--- src/adc_regs_pkg.sv ---
// Purpose: Shared constants and types for the converter result and trigger register block.
// Assumes: AHB-Lite register access, one 32-bit aligned word per 8-bit register.
// Notes: Offsets are byte addresses.
package adc_regs_pkg;

  // Register byte offsets.
  localparam logic [7:0] ctrl0_offset = 8'h00;
  localparam logic [7:0] ctrl1_offset = 8'h04;
  localparam logic [7:0] trig_offset = 8'h08;
  localparam logic [7:0] res_high_offset = 8'h0C;
  localparam logic [7:0] res_low_offset = 8'h10;
  localparam logic [7:0] irq_status_offset = 8'h14;
  localparam logic [7:0] irq_mask_offset = 8'h18;

  // Field positions and widths.
  localparam int format_bit = 7;
  localparam int enable_bit = 0;
  localparam int go_bit = 1;
  localparam int trig_width = 4;
  localparam int result_width = 10;

  // Reset values.
  localparam logic [7:0] ctrl0_reset = 8'h00;
  localparam logic [7:0] ctrl1_reset = 8'h00;
  localparam logic [3:0] trig_reset = 4'h0;

  // Conversion time in cycles of the register clock.
  localparam int conv_time_ns = 2000;
  localparam int clk_period_ns = 50;
  localparam int conv_cycles = conv_time_ns / clk_period_ns;

  // Formatted result pair.
  typedef struct packed {
    logic [7:0] high;
    logic [7:0] low;
  } result_pair_type;

  // Sequencer states.
  typedef enum logic [1:0] {
    st_idle = 2'b01,
    st_conv = 2'b10
  } conv_state_type;

endpackage : adc_regs_pkg

--- src/adc_result_and_trigger_regs.sv ---
// Purpose: Register-side logic of a 10-bit converter: trigger select, edge start, result formatting.
// Assumes: The analog core delivers a 10-bit sample when asked; AHB-Lite single word transfers.
// Notes: Result registers are not reset; they keep their value through the block reset.
module adc_result_and_trigger_regs #(
  parameter int trig_sources = 16,
  parameter int conv_len = adc_regs_pkg::conv_cycles
) (
  // Clock and reset.
  input wire logic ref_clk,
  input wire logic rst_n,
  // AHB-Lite slave.
  input wire logic hsel,
  input wire logic [31:0] haddr,
  input wire logic [1:0] htrans,
  input wire logic hwrite,
  input wire logic [2:0] hsize,
  input wire logic [31:0] hwdata,
  input wire logic hready,
  output logic [31:0] hrdata,
  output logic hreadyout,
  output logic hresp,
  // Trigger sources from other peripherals, asynchronous to this block.
  input wire logic [trig_sources-1:0] trig_in,
  // Analog core.
  input wire logic [adc_regs_pkg::result_width-1:0] sample_in,
  output logic [5:0] channel_select,
  output logic sample_req,
  // Interrupt.
  output logic irq
);

  logic rst_s1_r;
  logic rst_sync_n;
  logic [trig_sources-1:0] trig_s1_r;
  logic [trig_sources-1:0] trig_s2_r;
  logic [trig_sources-1:0] trig_d_r;
  logic [7:0] ctrl0_r;
  logic [7:0] ctrl1_r;
  logic [3:0] trig_sel_r;
  logic [7:0] res_high_r;
  logic [7:0] res_low_r;
  logic done_flag_r;
  logic done_en_r;
  logic [15:0] cnt_r;
  logic [15:0] req_cycles_r;
  adc_regs_pkg::conv_state_type state_r;
  logic wr_pend_r;
  logic [7:0] wr_addr_r;
  logic rd_pend_r;
  logic [7:0] rd_addr_r;
  logic auto_start;
  logic start;
  logic finish;
  logic wr_go;
  adc_regs_pkg::result_pair_type fmt;

  // Format a raw sample into the high/low pair.
  function automatic adc_regs_pkg::result_pair_type format_result(input logic right,
                                                                   input logic [9:0] s);
    adc_regs_pkg::result_pair_type p;
    if (right) begin
      p.high = {6'h00, s[9:8]};
      p.low = s[7:0];
    end else begin
      p.high = s[9:2];
      p.low = {s[1:0], 6'h00};
    end
    return p;
  endfunction : format_result

  // Reset release through two flip-flops.
  always_ff @(posedge ref_clk or negedge rst_n) begin
    if (!rst_n) begin
      rst_s1_r <= 1'b0;
      rst_sync_n <= 1'b0;
    end else begin
      rst_s1_r <= 1'b1;
      rst_sync_n <= rst_s1_r;
    end
  end

  // Trigger synchronisers; edge detection compares the second stage with its delayed copy trig_d_r.
  always_ff @(posedge ref_clk or negedge rst_sync_n) begin
    if (!rst_sync_n) begin
      trig_s1_r <= '0;
      trig_s2_r <= '0;
      trig_d_r <= '0;
    end else begin
      trig_s1_r <= trig_in;
      trig_s2_r <= trig_s1_r;
      trig_d_r <= trig_s2_r;
    end
  end

  // Of the trigger sources, only a low-to-high change of the selected one starts a conversion.
  assign auto_start = trig_s2_r[trig_sel_r] & ~trig_d_r[trig_sel_r] & ctrl0_r[adc_regs_pkg::enable_bit];

  // Bus phase capture; the slave never waits.
  // Address and direction are held for the data phase, since hwdata only arrives one cycle later.
  assign hreadyout = 1'b1;
  assign hresp = 1'b0;
  always_ff @(posedge ref_clk or negedge rst_sync_n) begin
    if (!rst_sync_n) begin
      wr_pend_r <= 1'b0;
      rd_pend_r <= 1'b0;
      wr_addr_r <= 8'h00;
      rd_addr_r <= 8'h00;
    end else if (hready) begin
      wr_pend_r <= hsel & htrans[1] & hwrite;
      rd_pend_r <= hsel & htrans[1] & ~hwrite;
      wr_addr_r <= haddr[7:0];
      rd_addr_r <= haddr[7:0];
    end
  end

  assign wr_go = wr_pend_r && wr_addr_r == adc_regs_pkg::ctrl0_offset && hwdata[adc_regs_pkg::go_bit];
  assign start = (state_r == adc_regs_pkg::st_idle) && ctrl0_r[adc_regs_pkg::enable_bit] && (auto_start || wr_go);
  assign finish = (state_r == adc_regs_pkg::st_conv) && cnt_r == 16'(conv_len - 1);

  // Conversion sequencer.
  // Triggers and go writes that arrive while busy are dropped, not queued.
  always_ff @(posedge ref_clk or negedge rst_sync_n) begin
    if (!rst_sync_n) begin
      state_r <= adc_regs_pkg::st_idle;
      cnt_r <= 16'h0000;
    end else begin
      case (state_r)
        adc_regs_pkg::st_idle: begin
          cnt_r <= 16'h0000;
          if (start) begin
            state_r <= adc_regs_pkg::st_conv;
          end
        end
        adc_regs_pkg::st_conv: begin
          cnt_r <= cnt_r + 16'h0001;
          if (finish) begin
            state_r <= adc_regs_pkg::st_idle;
          end
        end
        default: state_r <= adc_regs_pkg::st_idle;
      endcase
    end
  end
  assign sample_req = (state_r == adc_regs_pkg::st_conv);
  assign channel_select = ctrl0_r[7:2];

  // Length of the current sample request, kept apart from the sequencer so its check does not reuse cnt_r.
  always_ff @(posedge ref_clk or negedge rst_sync_n) begin
    if (!rst_sync_n) begin
      req_cycles_r <= 16'h0000;
    end else if (sample_req) begin
      req_cycles_r <= req_cycles_r + 16'h0001;
    end else begin
      req_cycles_r <= 16'h0000;
    end
  end

  // Control registers; the go bit self-clears when the conversion ends.
  always_ff @(posedge ref_clk or negedge rst_sync_n) begin
    if (!rst_sync_n) begin
      ctrl0_r <= adc_regs_pkg::ctrl0_reset;
      ctrl1_r <= adc_regs_pkg::ctrl1_reset;
      trig_sel_r <= adc_regs_pkg::trig_reset;
      done_en_r <= 1'b0;
    end else begin
      if (start) begin
        ctrl0_r[adc_regs_pkg::go_bit] <= 1'b1;
      end else if (finish) begin
        ctrl0_r[adc_regs_pkg::go_bit] <= 1'b0;
      end
      if (wr_pend_r) begin
        case (wr_addr_r)
          adc_regs_pkg::ctrl0_offset: begin
            ctrl0_r[7:2] <= hwdata[7:2];
            ctrl0_r[adc_regs_pkg::enable_bit] <= hwdata[adc_regs_pkg::enable_bit];
          end
          adc_regs_pkg::ctrl1_offset: ctrl1_r <= hwdata[7:0] & 8'hF3;
          adc_regs_pkg::trig_offset: trig_sel_r <= hwdata[3:0];
          adc_regs_pkg::irq_mask_offset: done_en_r <= hwdata[0];
          default: ;
        endcase
      end
    end
  end

  // Result pair: no reset, so other resets leave it untouched.
  assign fmt = format_result(ctrl1_r[adc_regs_pkg::format_bit], sample_in);
  always_ff @(posedge ref_clk) begin
    if (finish) begin
      res_high_r <= fmt.high;
      res_low_r <= fmt.low;
    end else if (wr_pend_r && wr_addr_r == adc_regs_pkg::res_high_offset) begin
      res_high_r <= hwdata[7:0];
    end else if (wr_pend_r && wr_addr_r == adc_regs_pkg::res_low_offset) begin
      res_low_r <= hwdata[7:0];
    end
  end

  // Done flag: set wins over a write-one clear in the same cycle.
  always_ff @(posedge ref_clk or negedge rst_sync_n) begin
    if (!rst_sync_n) begin
      done_flag_r <= 1'b0;
    end else if (finish) begin
      done_flag_r <= 1'b1;
    end else if (wr_pend_r && wr_addr_r == adc_regs_pkg::irq_status_offset && hwdata[0]) begin
      done_flag_r <= 1'b0;
    end
  end
  assign irq = done_flag_r & done_en_r;

  // Read data multiplexer; unmapped offsets read zero.
  // Outside a read data phase the bus sees zero, so stale register values never leak out.
  always_comb begin
    hrdata = 32'h0000_0000;
    if (rd_pend_r) begin
      case (rd_addr_r)
        adc_regs_pkg::ctrl0_offset: hrdata[7:0] = ctrl0_r;
        adc_regs_pkg::ctrl1_offset: hrdata[7:0] = ctrl1_r;
        adc_regs_pkg::trig_offset: hrdata[7:0] = {4'h0, trig_sel_r};
        adc_regs_pkg::res_high_offset: hrdata[7:0] = res_high_r;
        adc_regs_pkg::res_low_offset: hrdata[7:0] = res_low_r;
        adc_regs_pkg::irq_status_offset: hrdata[0] = done_flag_r;
        adc_regs_pkg::irq_mask_offset: hrdata[0] = done_en_r;
        default: hrdata = 32'h0000_0000;
      endcase
    end
  end

  // Assertions.
  // They are disabled while the internal reset is low, because the result pair is unknown until written.
  // Helper counter req_cycles_r is the only logic here that exists just for checking.
  a_edge_starts_conv: assert property (@(posedge ref_clk) disable iff (!rst_sync_n)
    (state_r == adc_regs_pkg::st_idle && ctrl0_r[0] && trig_s2_r[trig_sel_r] && !trig_d_r[trig_sel_r])
      |=> state_r == adc_regs_pkg::st_conv) else $error("Rising trigger edge did not start a conversion.");
  a_level_no_start: assert property (@(posedge ref_clk) disable iff (!rst_sync_n)
    (state_r == adc_regs_pkg::st_idle && !wr_go && !(trig_s2_r[trig_sel_r] && !trig_d_r[trig_sel_r]))
      |=> state_r == adc_regs_pkg::st_idle) else $error("Conversion started without an edge.");
  a_trig_read_zero: assert property (@(posedge ref_clk) disable iff (!rst_sync_n)
    (rd_pend_r && rd_addr_r == adc_regs_pkg::trig_offset) |-> hrdata[31:4] == 28'h0)
    else $error("Trigger upper bits not zero.");
  a_left_high: assert property (@(posedge ref_clk) disable iff (!rst_sync_n)
    (finish && !ctrl1_r[7]) |=> res_high_r == $past(sample_in[9:2])) else $error("Left high wrong.");
  a_left_low: assert property (@(posedge ref_clk) disable iff (!rst_sync_n)
    (finish && !ctrl1_r[7]) |=> res_low_r[7:6] == $past(sample_in[1:0])) else $error("Left low wrong.");
  a_right_high: assert property (@(posedge ref_clk) disable iff (!rst_sync_n)
    (finish && ctrl1_r[7]) |=> res_high_r[1:0] == $past(sample_in[9:8])) else $error("Right high wrong.");
  a_right_low: assert property (@(posedge ref_clk) disable iff (!rst_sync_n)
    (finish && ctrl1_r[7]) |=> res_low_r == $past(sample_in[7:0])) else $error("Right low wrong.");
  a_result_write: assert property (@(posedge ref_clk) disable iff (!rst_sync_n)
    (wr_pend_r && wr_addr_r == adc_regs_pkg::res_low_offset && !finish) |=> res_low_r == $past(hwdata[7:0]))
    else $error("Result low write lost.");
  a_conv_length: assert property (@(posedge ref_clk) disable iff (!rst_sync_n)
    start |=> sample_req [*2] ##[0:1000] finish) else $error("Conversion did not finish in time.");
  a_done_irq: assert property (@(posedge ref_clk) disable iff (!rst_sync_n)
    finish |=> done_flag_r && (irq == done_en_r)) else $error("Done flag or interrupt wrong.");
  // The go bit drops on the edge that raises the done flag.
  a_go_self_clear: assert property (@(posedge ref_clk) disable iff (!rst_sync_n)
    finish |=> !ctrl0_r[adc_regs_pkg::go_bit])
    else $error("Go bit did not clear at the end of a conversion.");
  // Reserved low-register bits load as zero in left format.
  a_left_reserved: assert property (@(posedge ref_clk) disable iff (!rst_sync_n)
    (finish && !ctrl1_r[adc_regs_pkg::format_bit]) |=> res_low_r[5:0] == 6'h00)
    else $error("Left format reserved bits not zero.");
  // Reserved high-register bits load as zero in right format.
  a_right_reserved: assert property (@(posedge ref_clk) disable iff (!rst_sync_n)
    (finish && ctrl1_r[adc_regs_pkg::format_bit]) |=> res_high_r[7:2] == 6'h00)
    else $error("Right format reserved bits not zero.");
  // The done flag only rises on the same edge that loads the result pair.
  a_done_after_result: assert property (@(posedge ref_clk) disable iff (!rst_sync_n)
    $rose(done_flag_r) |-> $past(finish))
    else $error("Done flag rose without a finished conversion.");
  // No interrupt while its enable is clear.
  a_irq_masked: assert property (@(posedge ref_clk) disable iff (!rst_sync_n)
    !done_en_r |-> !irq)
    else $error("Interrupt raised while disabled.");
  // A trigger register write lands in the select field.
  a_trig_select_write: assert property (@(posedge ref_clk) disable iff (!rst_sync_n)
    (wr_pend_r && wr_addr_r == adc_regs_pkg::trig_offset) |=> trig_sel_r == $past(hwdata[3:0]))
    else $error("Trigger select write lost.");
  // The sequencer state stays one-hot.
  a_state_onehot: assert property (@(posedge ref_clk) disable iff (!rst_sync_n)
    $onehot(state_r))
    else $error("Sequencer state not one-hot.");
  // The sample request lasts exactly the conversion length.
  a_conv_cycles: assert property (@(posedge ref_clk) disable iff (!rst_sync_n)
    $fell(sample_req) |-> $past(req_cycles_r) == 16'(conv_len - 1))
    else $error("Sample request length wrong.");
  // A software write to the high result register lands when no result is loaded.
  a_result_high_write: assert property (@(posedge ref_clk) disable iff (!rst_sync_n)
    (wr_pend_r && wr_addr_r == adc_regs_pkg::res_high_offset && !finish) |=> res_high_r == $past(hwdata[7:0]))
    else $error("Result high write lost.");
  // A running conversion is not cut short or restarted by new edges.
  a_busy_holds: assert property (@(posedge ref_clk) disable iff (!rst_sync_n)
    (state_r == adc_regs_pkg::st_conv && !finish) |=> state_r == adc_regs_pkg::st_conv)
    else $error("Busy conversion left early.");
  // The read bus rests at zero outside a read data phase.
  a_hrdata_idle_zero: assert property (@(posedge ref_clk) disable iff (!rst_sync_n)
    !rd_pend_r |-> hrdata == 32'h0000_0000)
    else $error("Read data not zero outside a read.");

endmodule : adc_result_and_trigger_regs

--- config.mk ---
export PLATFORM = sky130hd
export DESIGN_NAME = adc_result_and_trigger_regs
export DESIGN_NICKNAME = d
export VERILOG_FILES = /design/src/adc_regs_pkg.sv /design/src/adc_result_and_trigger_regs.sv
export SDC_FILE = /design/constraint.sdc
export NUM_CORES = 1
export LEC_CHECK = 0
export ABC_AREA = 1
export BUFFER_PORTS_ARGS = -buffer_cell sky130_fd_sc_hd__buf_4
export CORE_ASPECT_RATIO = 1.4
export CORE_MARGIN = 1.5
export CORE_UTILIZATION = 40
export CTS_CLUSTER_SIZE = 20
export DETAILED_ROUTE_END_ITERATION = 8
export PLACE_DENSITY = 0.67
export REMOVE_ABC_BUFFERS = 1
export SETUP_SLACK_MARGIN = 0.3
export SYNTH_ARGS = -nofsm -noshare
export SYNTH_HDL_FRONTEND = slang
export SYNTH_SLANG_ARGS = --single-unit
--- constraint.sdc ---
create_clock -name ref_clk -period 4.1 [get_ports ref_clk]
set_input_delay 0 -clock ref_clk [delete_from_list [all_inputs] [get_ports ref_clk]]
set_output_delay 0 -clock ref_clk [all_outputs]
set_load 0.02 [all_outputs]
; ---- Yosys cells after proc, flatten, opt, wreduce, memory -nomap -nowiden
; Index checks and enable logic that the tools add are counted.
[word_totals]
input_bits = 100
register_bits = 114
out_inout_bits = 42
word_cells = 83
[op_classes]
order_cmp = 1
n_mux = 21
eq_ne = 12
n_addsub = 1
n_bitwise = 8
reduce_logical = 22
[op_table]
columns = op, count
row1 = two-way mux 8 bit, 6
row2 = case mux 7 bit (5 select lines), 1
row3 = case mux 16 bit (2 select lines), 1
row4 = equality test 8 x 5 -> 1 bit (second input constant), 3
row5 = adder 16 x 1 -> 16 bit (second input constant), 1
row6 = equality test 16 x 6 -> 1 bit (second input constant), 1
row7 = equality test 8 x 4 -> 1 bit (second input constant), 2
row8 = two-way mux 16 bit, 1
row9 = AND reduction 2 bit, 6
row10 = nonzero test 2 bit, 5
row11 = logical AND 1 bit, 9
row12 = binary-select mux 1 bit (select 4 bit), 2
row13 = equality test 8 x 3 -> 1 bit (second input constant), 1
row14 = logical NOT 8 bit, 1
row15 = case mux 1 bit (7 select lines), 1
row16 = bitwise AND 1 bit, 6
row17 = two-way mux 1 bit, 6
row18 = < comparator 4 x 5 -> 1 bit (second input constant), 1
row19 = two-way mux 2 bit, 2
row20 = != test 2 bit (second input constant), 2
row21 = case mux 2 bit (2 select lines), 1
row22 = equality test 2 x 1 -> 1 bit (second input constant), 1
row23 = equality test 2 bit (second input constant), 1
row24 = != test 2 x 1 -> 1 bit (second input constant), 1
row25 = other kinds (2), 3

; ---- Depth between registers and ports, before layout
[depth]
depth_word = 9
depth_mapped = 11
ltp_nobuf = 10

; ---- Worst setup path after synthesis
; No wires, ideal clock.
[synth_timing]
path_kind = register -> register
startpoint = register state_r[0]
endpoint = register res_high_r[0] (enable)
period_less_slack_ps = 2000
arrival_time_ps = 1615
path_slack_ps = 2100
setup_ps = 384
required_time_ps = 3716
path_buffers = 2
path_stages_with_launch = 7
path_cell_list = dfstp_2 > inv_1 > ha_1 > clkbuf_1 > nand3_2 > buf_6 > o21ai_0
[synth_via]
elab_chain_cells = 3
[synth_lines]
columns = element, line_no
row1 = start: declaration, adc_result_and_trigger_regs.sv:46  ; adc_regs_pkg::conv_state_type state_r;
row2 = start signal: assignment, adc_result_and_trigger_regs.sv:124  ; state_r <= adc_regs_pkg::st_idle;
row3 = start signal: assignment, adc_result_and_trigger_regs.sv:131  ; state_r <= adc_regs_pkg::st_conv;
row4 = start signal: assignment, adc_result_and_trigger_regs.sv:137  ; state_r <= adc_regs_pkg::st_idle;
row5 = equality test 2 bit, -
row6 = named net sample_req, adc_result_and_trigger_regs.sv:27  ; output logic sample_req,
row7 = logical AND 1 bit, adc_result_and_trigger_regs.sv:118  ; assign finish = (state_r == adc_regs_pkg::st_conv) && cnt_r == 16'(conv_len - 1);
row8 = nonzero test 2 bit (no source line), -
row9 = end signal: assignment, adc_result_and_trigger_regs.sv:190  ; res_high_r <= fmt.high;
row10 = end signal: assignment, adc_result_and_trigger_regs.sv:193  ; res_high_r <= hwdata[7:0];
row11 = end: declaration, adc_result_and_trigger_regs.sv:40  ; logic [7:0] res_high_r;
; The timed path passes the listed nets, and every way through them passes these cells.
; A chain may end at the register's enable or synchronous reset.

; ---- Worst setup path in the final report
[layout_timing]
startpoint = register cnt_r[0]
endpoint = register res_low_r[1] (enable)
[layout_via]
elab_chain_cells = 4
word_cells_on_any_way = 5
cone_classes = eq/ne (2) / reduce/logical (3)
[layout_lines]
columns = element, line_no
row1 = start: declaration, adc_result_and_trigger_regs.sv:44  ; logic [15:0] cnt_r;
row2 = start signal: assignment, adc_result_and_trigger_regs.sv:135  ; cnt_r <= cnt_r + 16'h0001;
row3 = equality test 16 x 6 -> 1 bit *, adc_result_and_trigger_regs.sv:118
row4 = logical AND 1 bit *, adc_result_and_trigger_regs.sv:118
row5 = != test 2 bit (no source line) / nonzero test 2 bit (equally long branches), -
row6 = AND reduction 2 bit (no source line) *, -
row7 = end signal: assignment, adc_result_and_trigger_regs.sv:191  ; res_low_r <= fmt.low;
row8 = end signal: assignment, adc_result_and_trigger_regs.sv:195  ; res_low_r <= hwdata[7:0];
row9 = end: declaration, adc_result_and_trigger_regs.sv:41  ; logic [7:0] res_low_r;
; Mark *: on every way between the ends. The rest lies on a longest branch, timed or not.

==> flow_summary.yaml <==
outcome:
  status: "complete, no violations"
die:
  die_x_um: 97.64
  pin_count: 142
  initial_core_util_pct: 40.74
  core-area_um2: 12310
  die_area_um2: 13230
  row_count: 48
  fp.dieH_um: 135.5
worst_setup_path:
  setup.worst_path.class: "reg -> reg"
  end_kind: "flip-flop"
  start_kind: "flip-flop"
  cp_data_arrival_time_ps: 2430
  startpoint: "cnt_r[0]"
  required_ps: 4120
  r2r_start: "cnt_r[0]"
  worstPathMaxFanout: 28
global_route:
  overflow: 0
  grt_pass1_wl_um: 18660
  grt_antenna_before_repair: 0
  grt.total_usage_pct: 17.95
  grt_start_max_net_pins: 68
  grt_pass1_vias: 4072
detailed_routing:
  drt-initial-drc-count: 260
  num_vias: 3898
  drcViolationCount: 0
  drt-vias-per-instance: 4.777
  ant_nets: 0
  wl_met1_um: 4132
  wl_met3_um: 438
  top_layer: "met4"
  wire_per_inst_um: 13.14
  wl_met2_um: 5905
  drtPass1Iterations: 4
  routed_wl_um: 10730
sta:
  max_freq_mhz: 414.5
  min_period_over_period_pct: 58.85
  tightest_slew_ps: 1308
  rsz0062_at_grt: "no"
  fin_hold_ws_ps: 233.0
  drv_slew: 0
  tns_ps: 0
  layout_min_cycle_time_ps: 2413
  setup_viol: 0
  finClkSkew_ps: 8.457
  final-hold-violation-count: 0
  relSlewSlack_pct: 11.86
power_and_ir_drop:
  power.leakage_nw: 3.157
  power_mw: 3.110
  vdd_drop_max_v: 0.0002918
  p_per_area_nw_per_um2: 462.0
synthesis:
  synth_edf_count: 16
  yosysTopAreaCellShare_pct: 48.39
  synth_cell_types: 35
  ys_seq_area_share_pct: 58.49
  ys_ff_latch: 114
  synth_common_cells: "117 x nand2_1, 97 x dfrtp_1, 54 x inv_1, 35 x nand3_1, 32 x buf_4"
  synth_top_flop_cell: "dfrtp_1"
  synth.most_common_cell: "nand2_1"
  syn_inst: 520
  syn-cell-area_um2: 5016
  synthArstFlopShare_pct: 85.96
  synth_top_area_cell: "dfrtp_1"
  synth_area_leaders: "dfrtp_1 48%, edfxtp_1 9.6%, nand2_1 8.8%, buf_4 4.8%, inv_1 4.0%"
  ys_warn_count: 0
  syn_area_per_cell_um2: 9.646
flow_run:
  cap_violations: 0
clock_tree:
  ctsResizeCount: 0
  cts_num_sinks: 114
  cts-buffers-inserted: 17
  cts_buffer_depth: 2
  cts_tree: "done"
  ctsHtreeMaxLevel: 4
  insertion_delay_ps: 410
  clk_pin_slew_ps: 60
  postCtsSetupBuffers: 0
  cts_root_buf: "clkbuf_16"
cells_and_area:
  syn2layout_area_growth_pct: 34.20
  layout-drive-gt1-share_pct: 19.67
  diodes: 0
  finalNetCount: 756
  fin_cells: 816
placement:
  port_buffers: 63
  dp_hpwl_um: 7206
  gp_congestion: 0.8362
  place_inst: 719
min_path:
  worstHoldPathType: "in -> reg"
  hp-start: "trig_in[4]"
[final timing paths]
check / end / depth (start not counted) / slack (ps)
min: trig_s1_r[4] / 2 / 230
max in group asynchronous: cnt_r[10] / 1 / 2750
min reg2reg: trig_s2_r[4] / 0 / 350
max reg2reg: res_low_r[1] / 5 / 1690
min in group asynchronous: trig_s2_r[11] / 0 / 420
max: res_low_r[1] / 5 / 1690
[where the power goes]
group / switching, mW / total, mW / leakage [nW] / internal (mW)
combinational: 0.227 / 0.389 / 1.59 / 0.162
clock: 0.534 / 1.45 / 0.292 / 0.914
sequential: 0.0577 / 1.27 / 1.28 / 1.22
total: 0.819 / 3.11 / 3.16 / 2.29
[registers in the layout, summed over array words and instances, names as in the netlist, 2 cells and up]
name        flops
trig_sel_r      4
res_high_r      8
rd_addr_r       8
cnt_r          16
res_low_r       8
ctrl1_r         6
state_r         2
trig_d_r       16
trig_s2_r      16
ctrl0_r         8
trig_s1_r      16
[cells by family after synthesis]
| group | Yosys count | share of synthesized area (%) |
|---|---|---|
| compound gates | 83 | 9.105 |
| other cells | 2 | 0.1497 |
| buf+inv | 104 | 10.83 |
| flops | 114 | 58.49 |
| mux | 6 | 1.247 |
| fa+ha+maj | 3 | 0.7484 |
| simple gates | 208 | 19.43 |
[area by class of cell]
class                           instances  area (um2)
Fill cell                            1036        5580
Clock buffer                           20       479.2
Timing Repair Buffer                  130        1139
Multi-Input combinational cell        327        1633
Clock inverter                         12       118.9
Sequential cell                       114        2938
Tap cell                              150       187.7
Inverter                               63       236.5
[metal layers]
layer,global-route usage [%],up-vias
met4,8.413,0
met5,0,-
li1,-,1911
met1,19.55,1853
met3,4.954,25
met2,32.29,109
[cell usage in the layout, fill, tap and decap left out, types with 4 or more instances in the layout]
cell           Yosys  routed
mux2i_1            4       4
nor2_1            11      11
o21ai_0           27      27
dfrtp_1           97      96
nor2_2             6       6
nand3_1           35      35
conb_1             2      27
buf_4             32      65
nand3b_1           8       8
nand2_1          117     117
nor3_1             9       9
inv_2              6       6
clkbuf_16          0      19
a21oi_1           21      21
nand4_1            8       8
edfxtp_1          16      16
inv_1             54      54
nand2_2            4       4
clkinv_4           0       5
dlygate4sd3_1      0      65
nor3_2             4       4
o21ai_2            6       6
o21ai_1           22      22
[critical path, cell delays in order (launching register included)]
cell and delay (ps):
dfrtp_1 390, ha_1 220, nand3_1 90, nor2_1 170, nand3_2 440, o21ai_0 700
[timing repair]
| action | CTS | global route |
|---|---|---|
| endpoints found under the hold margin | 63 | 0 |
| hold buffers | 65 | 0 |
| setup endpoints to repair | 0 | 0 |
[stage by stage]
step                      util (%)  setup WS [ps]  instance area, um2
after floorplan                  -           1170                4803
after global routing         54.67           1453                6731
after detailed placement     44.53           1702                5483
after global placement       44.53           1731                5483
final                        54.67           1687                6731
after CTS                    54.67           1677                6731
Power figures use the tool's default switching activity.
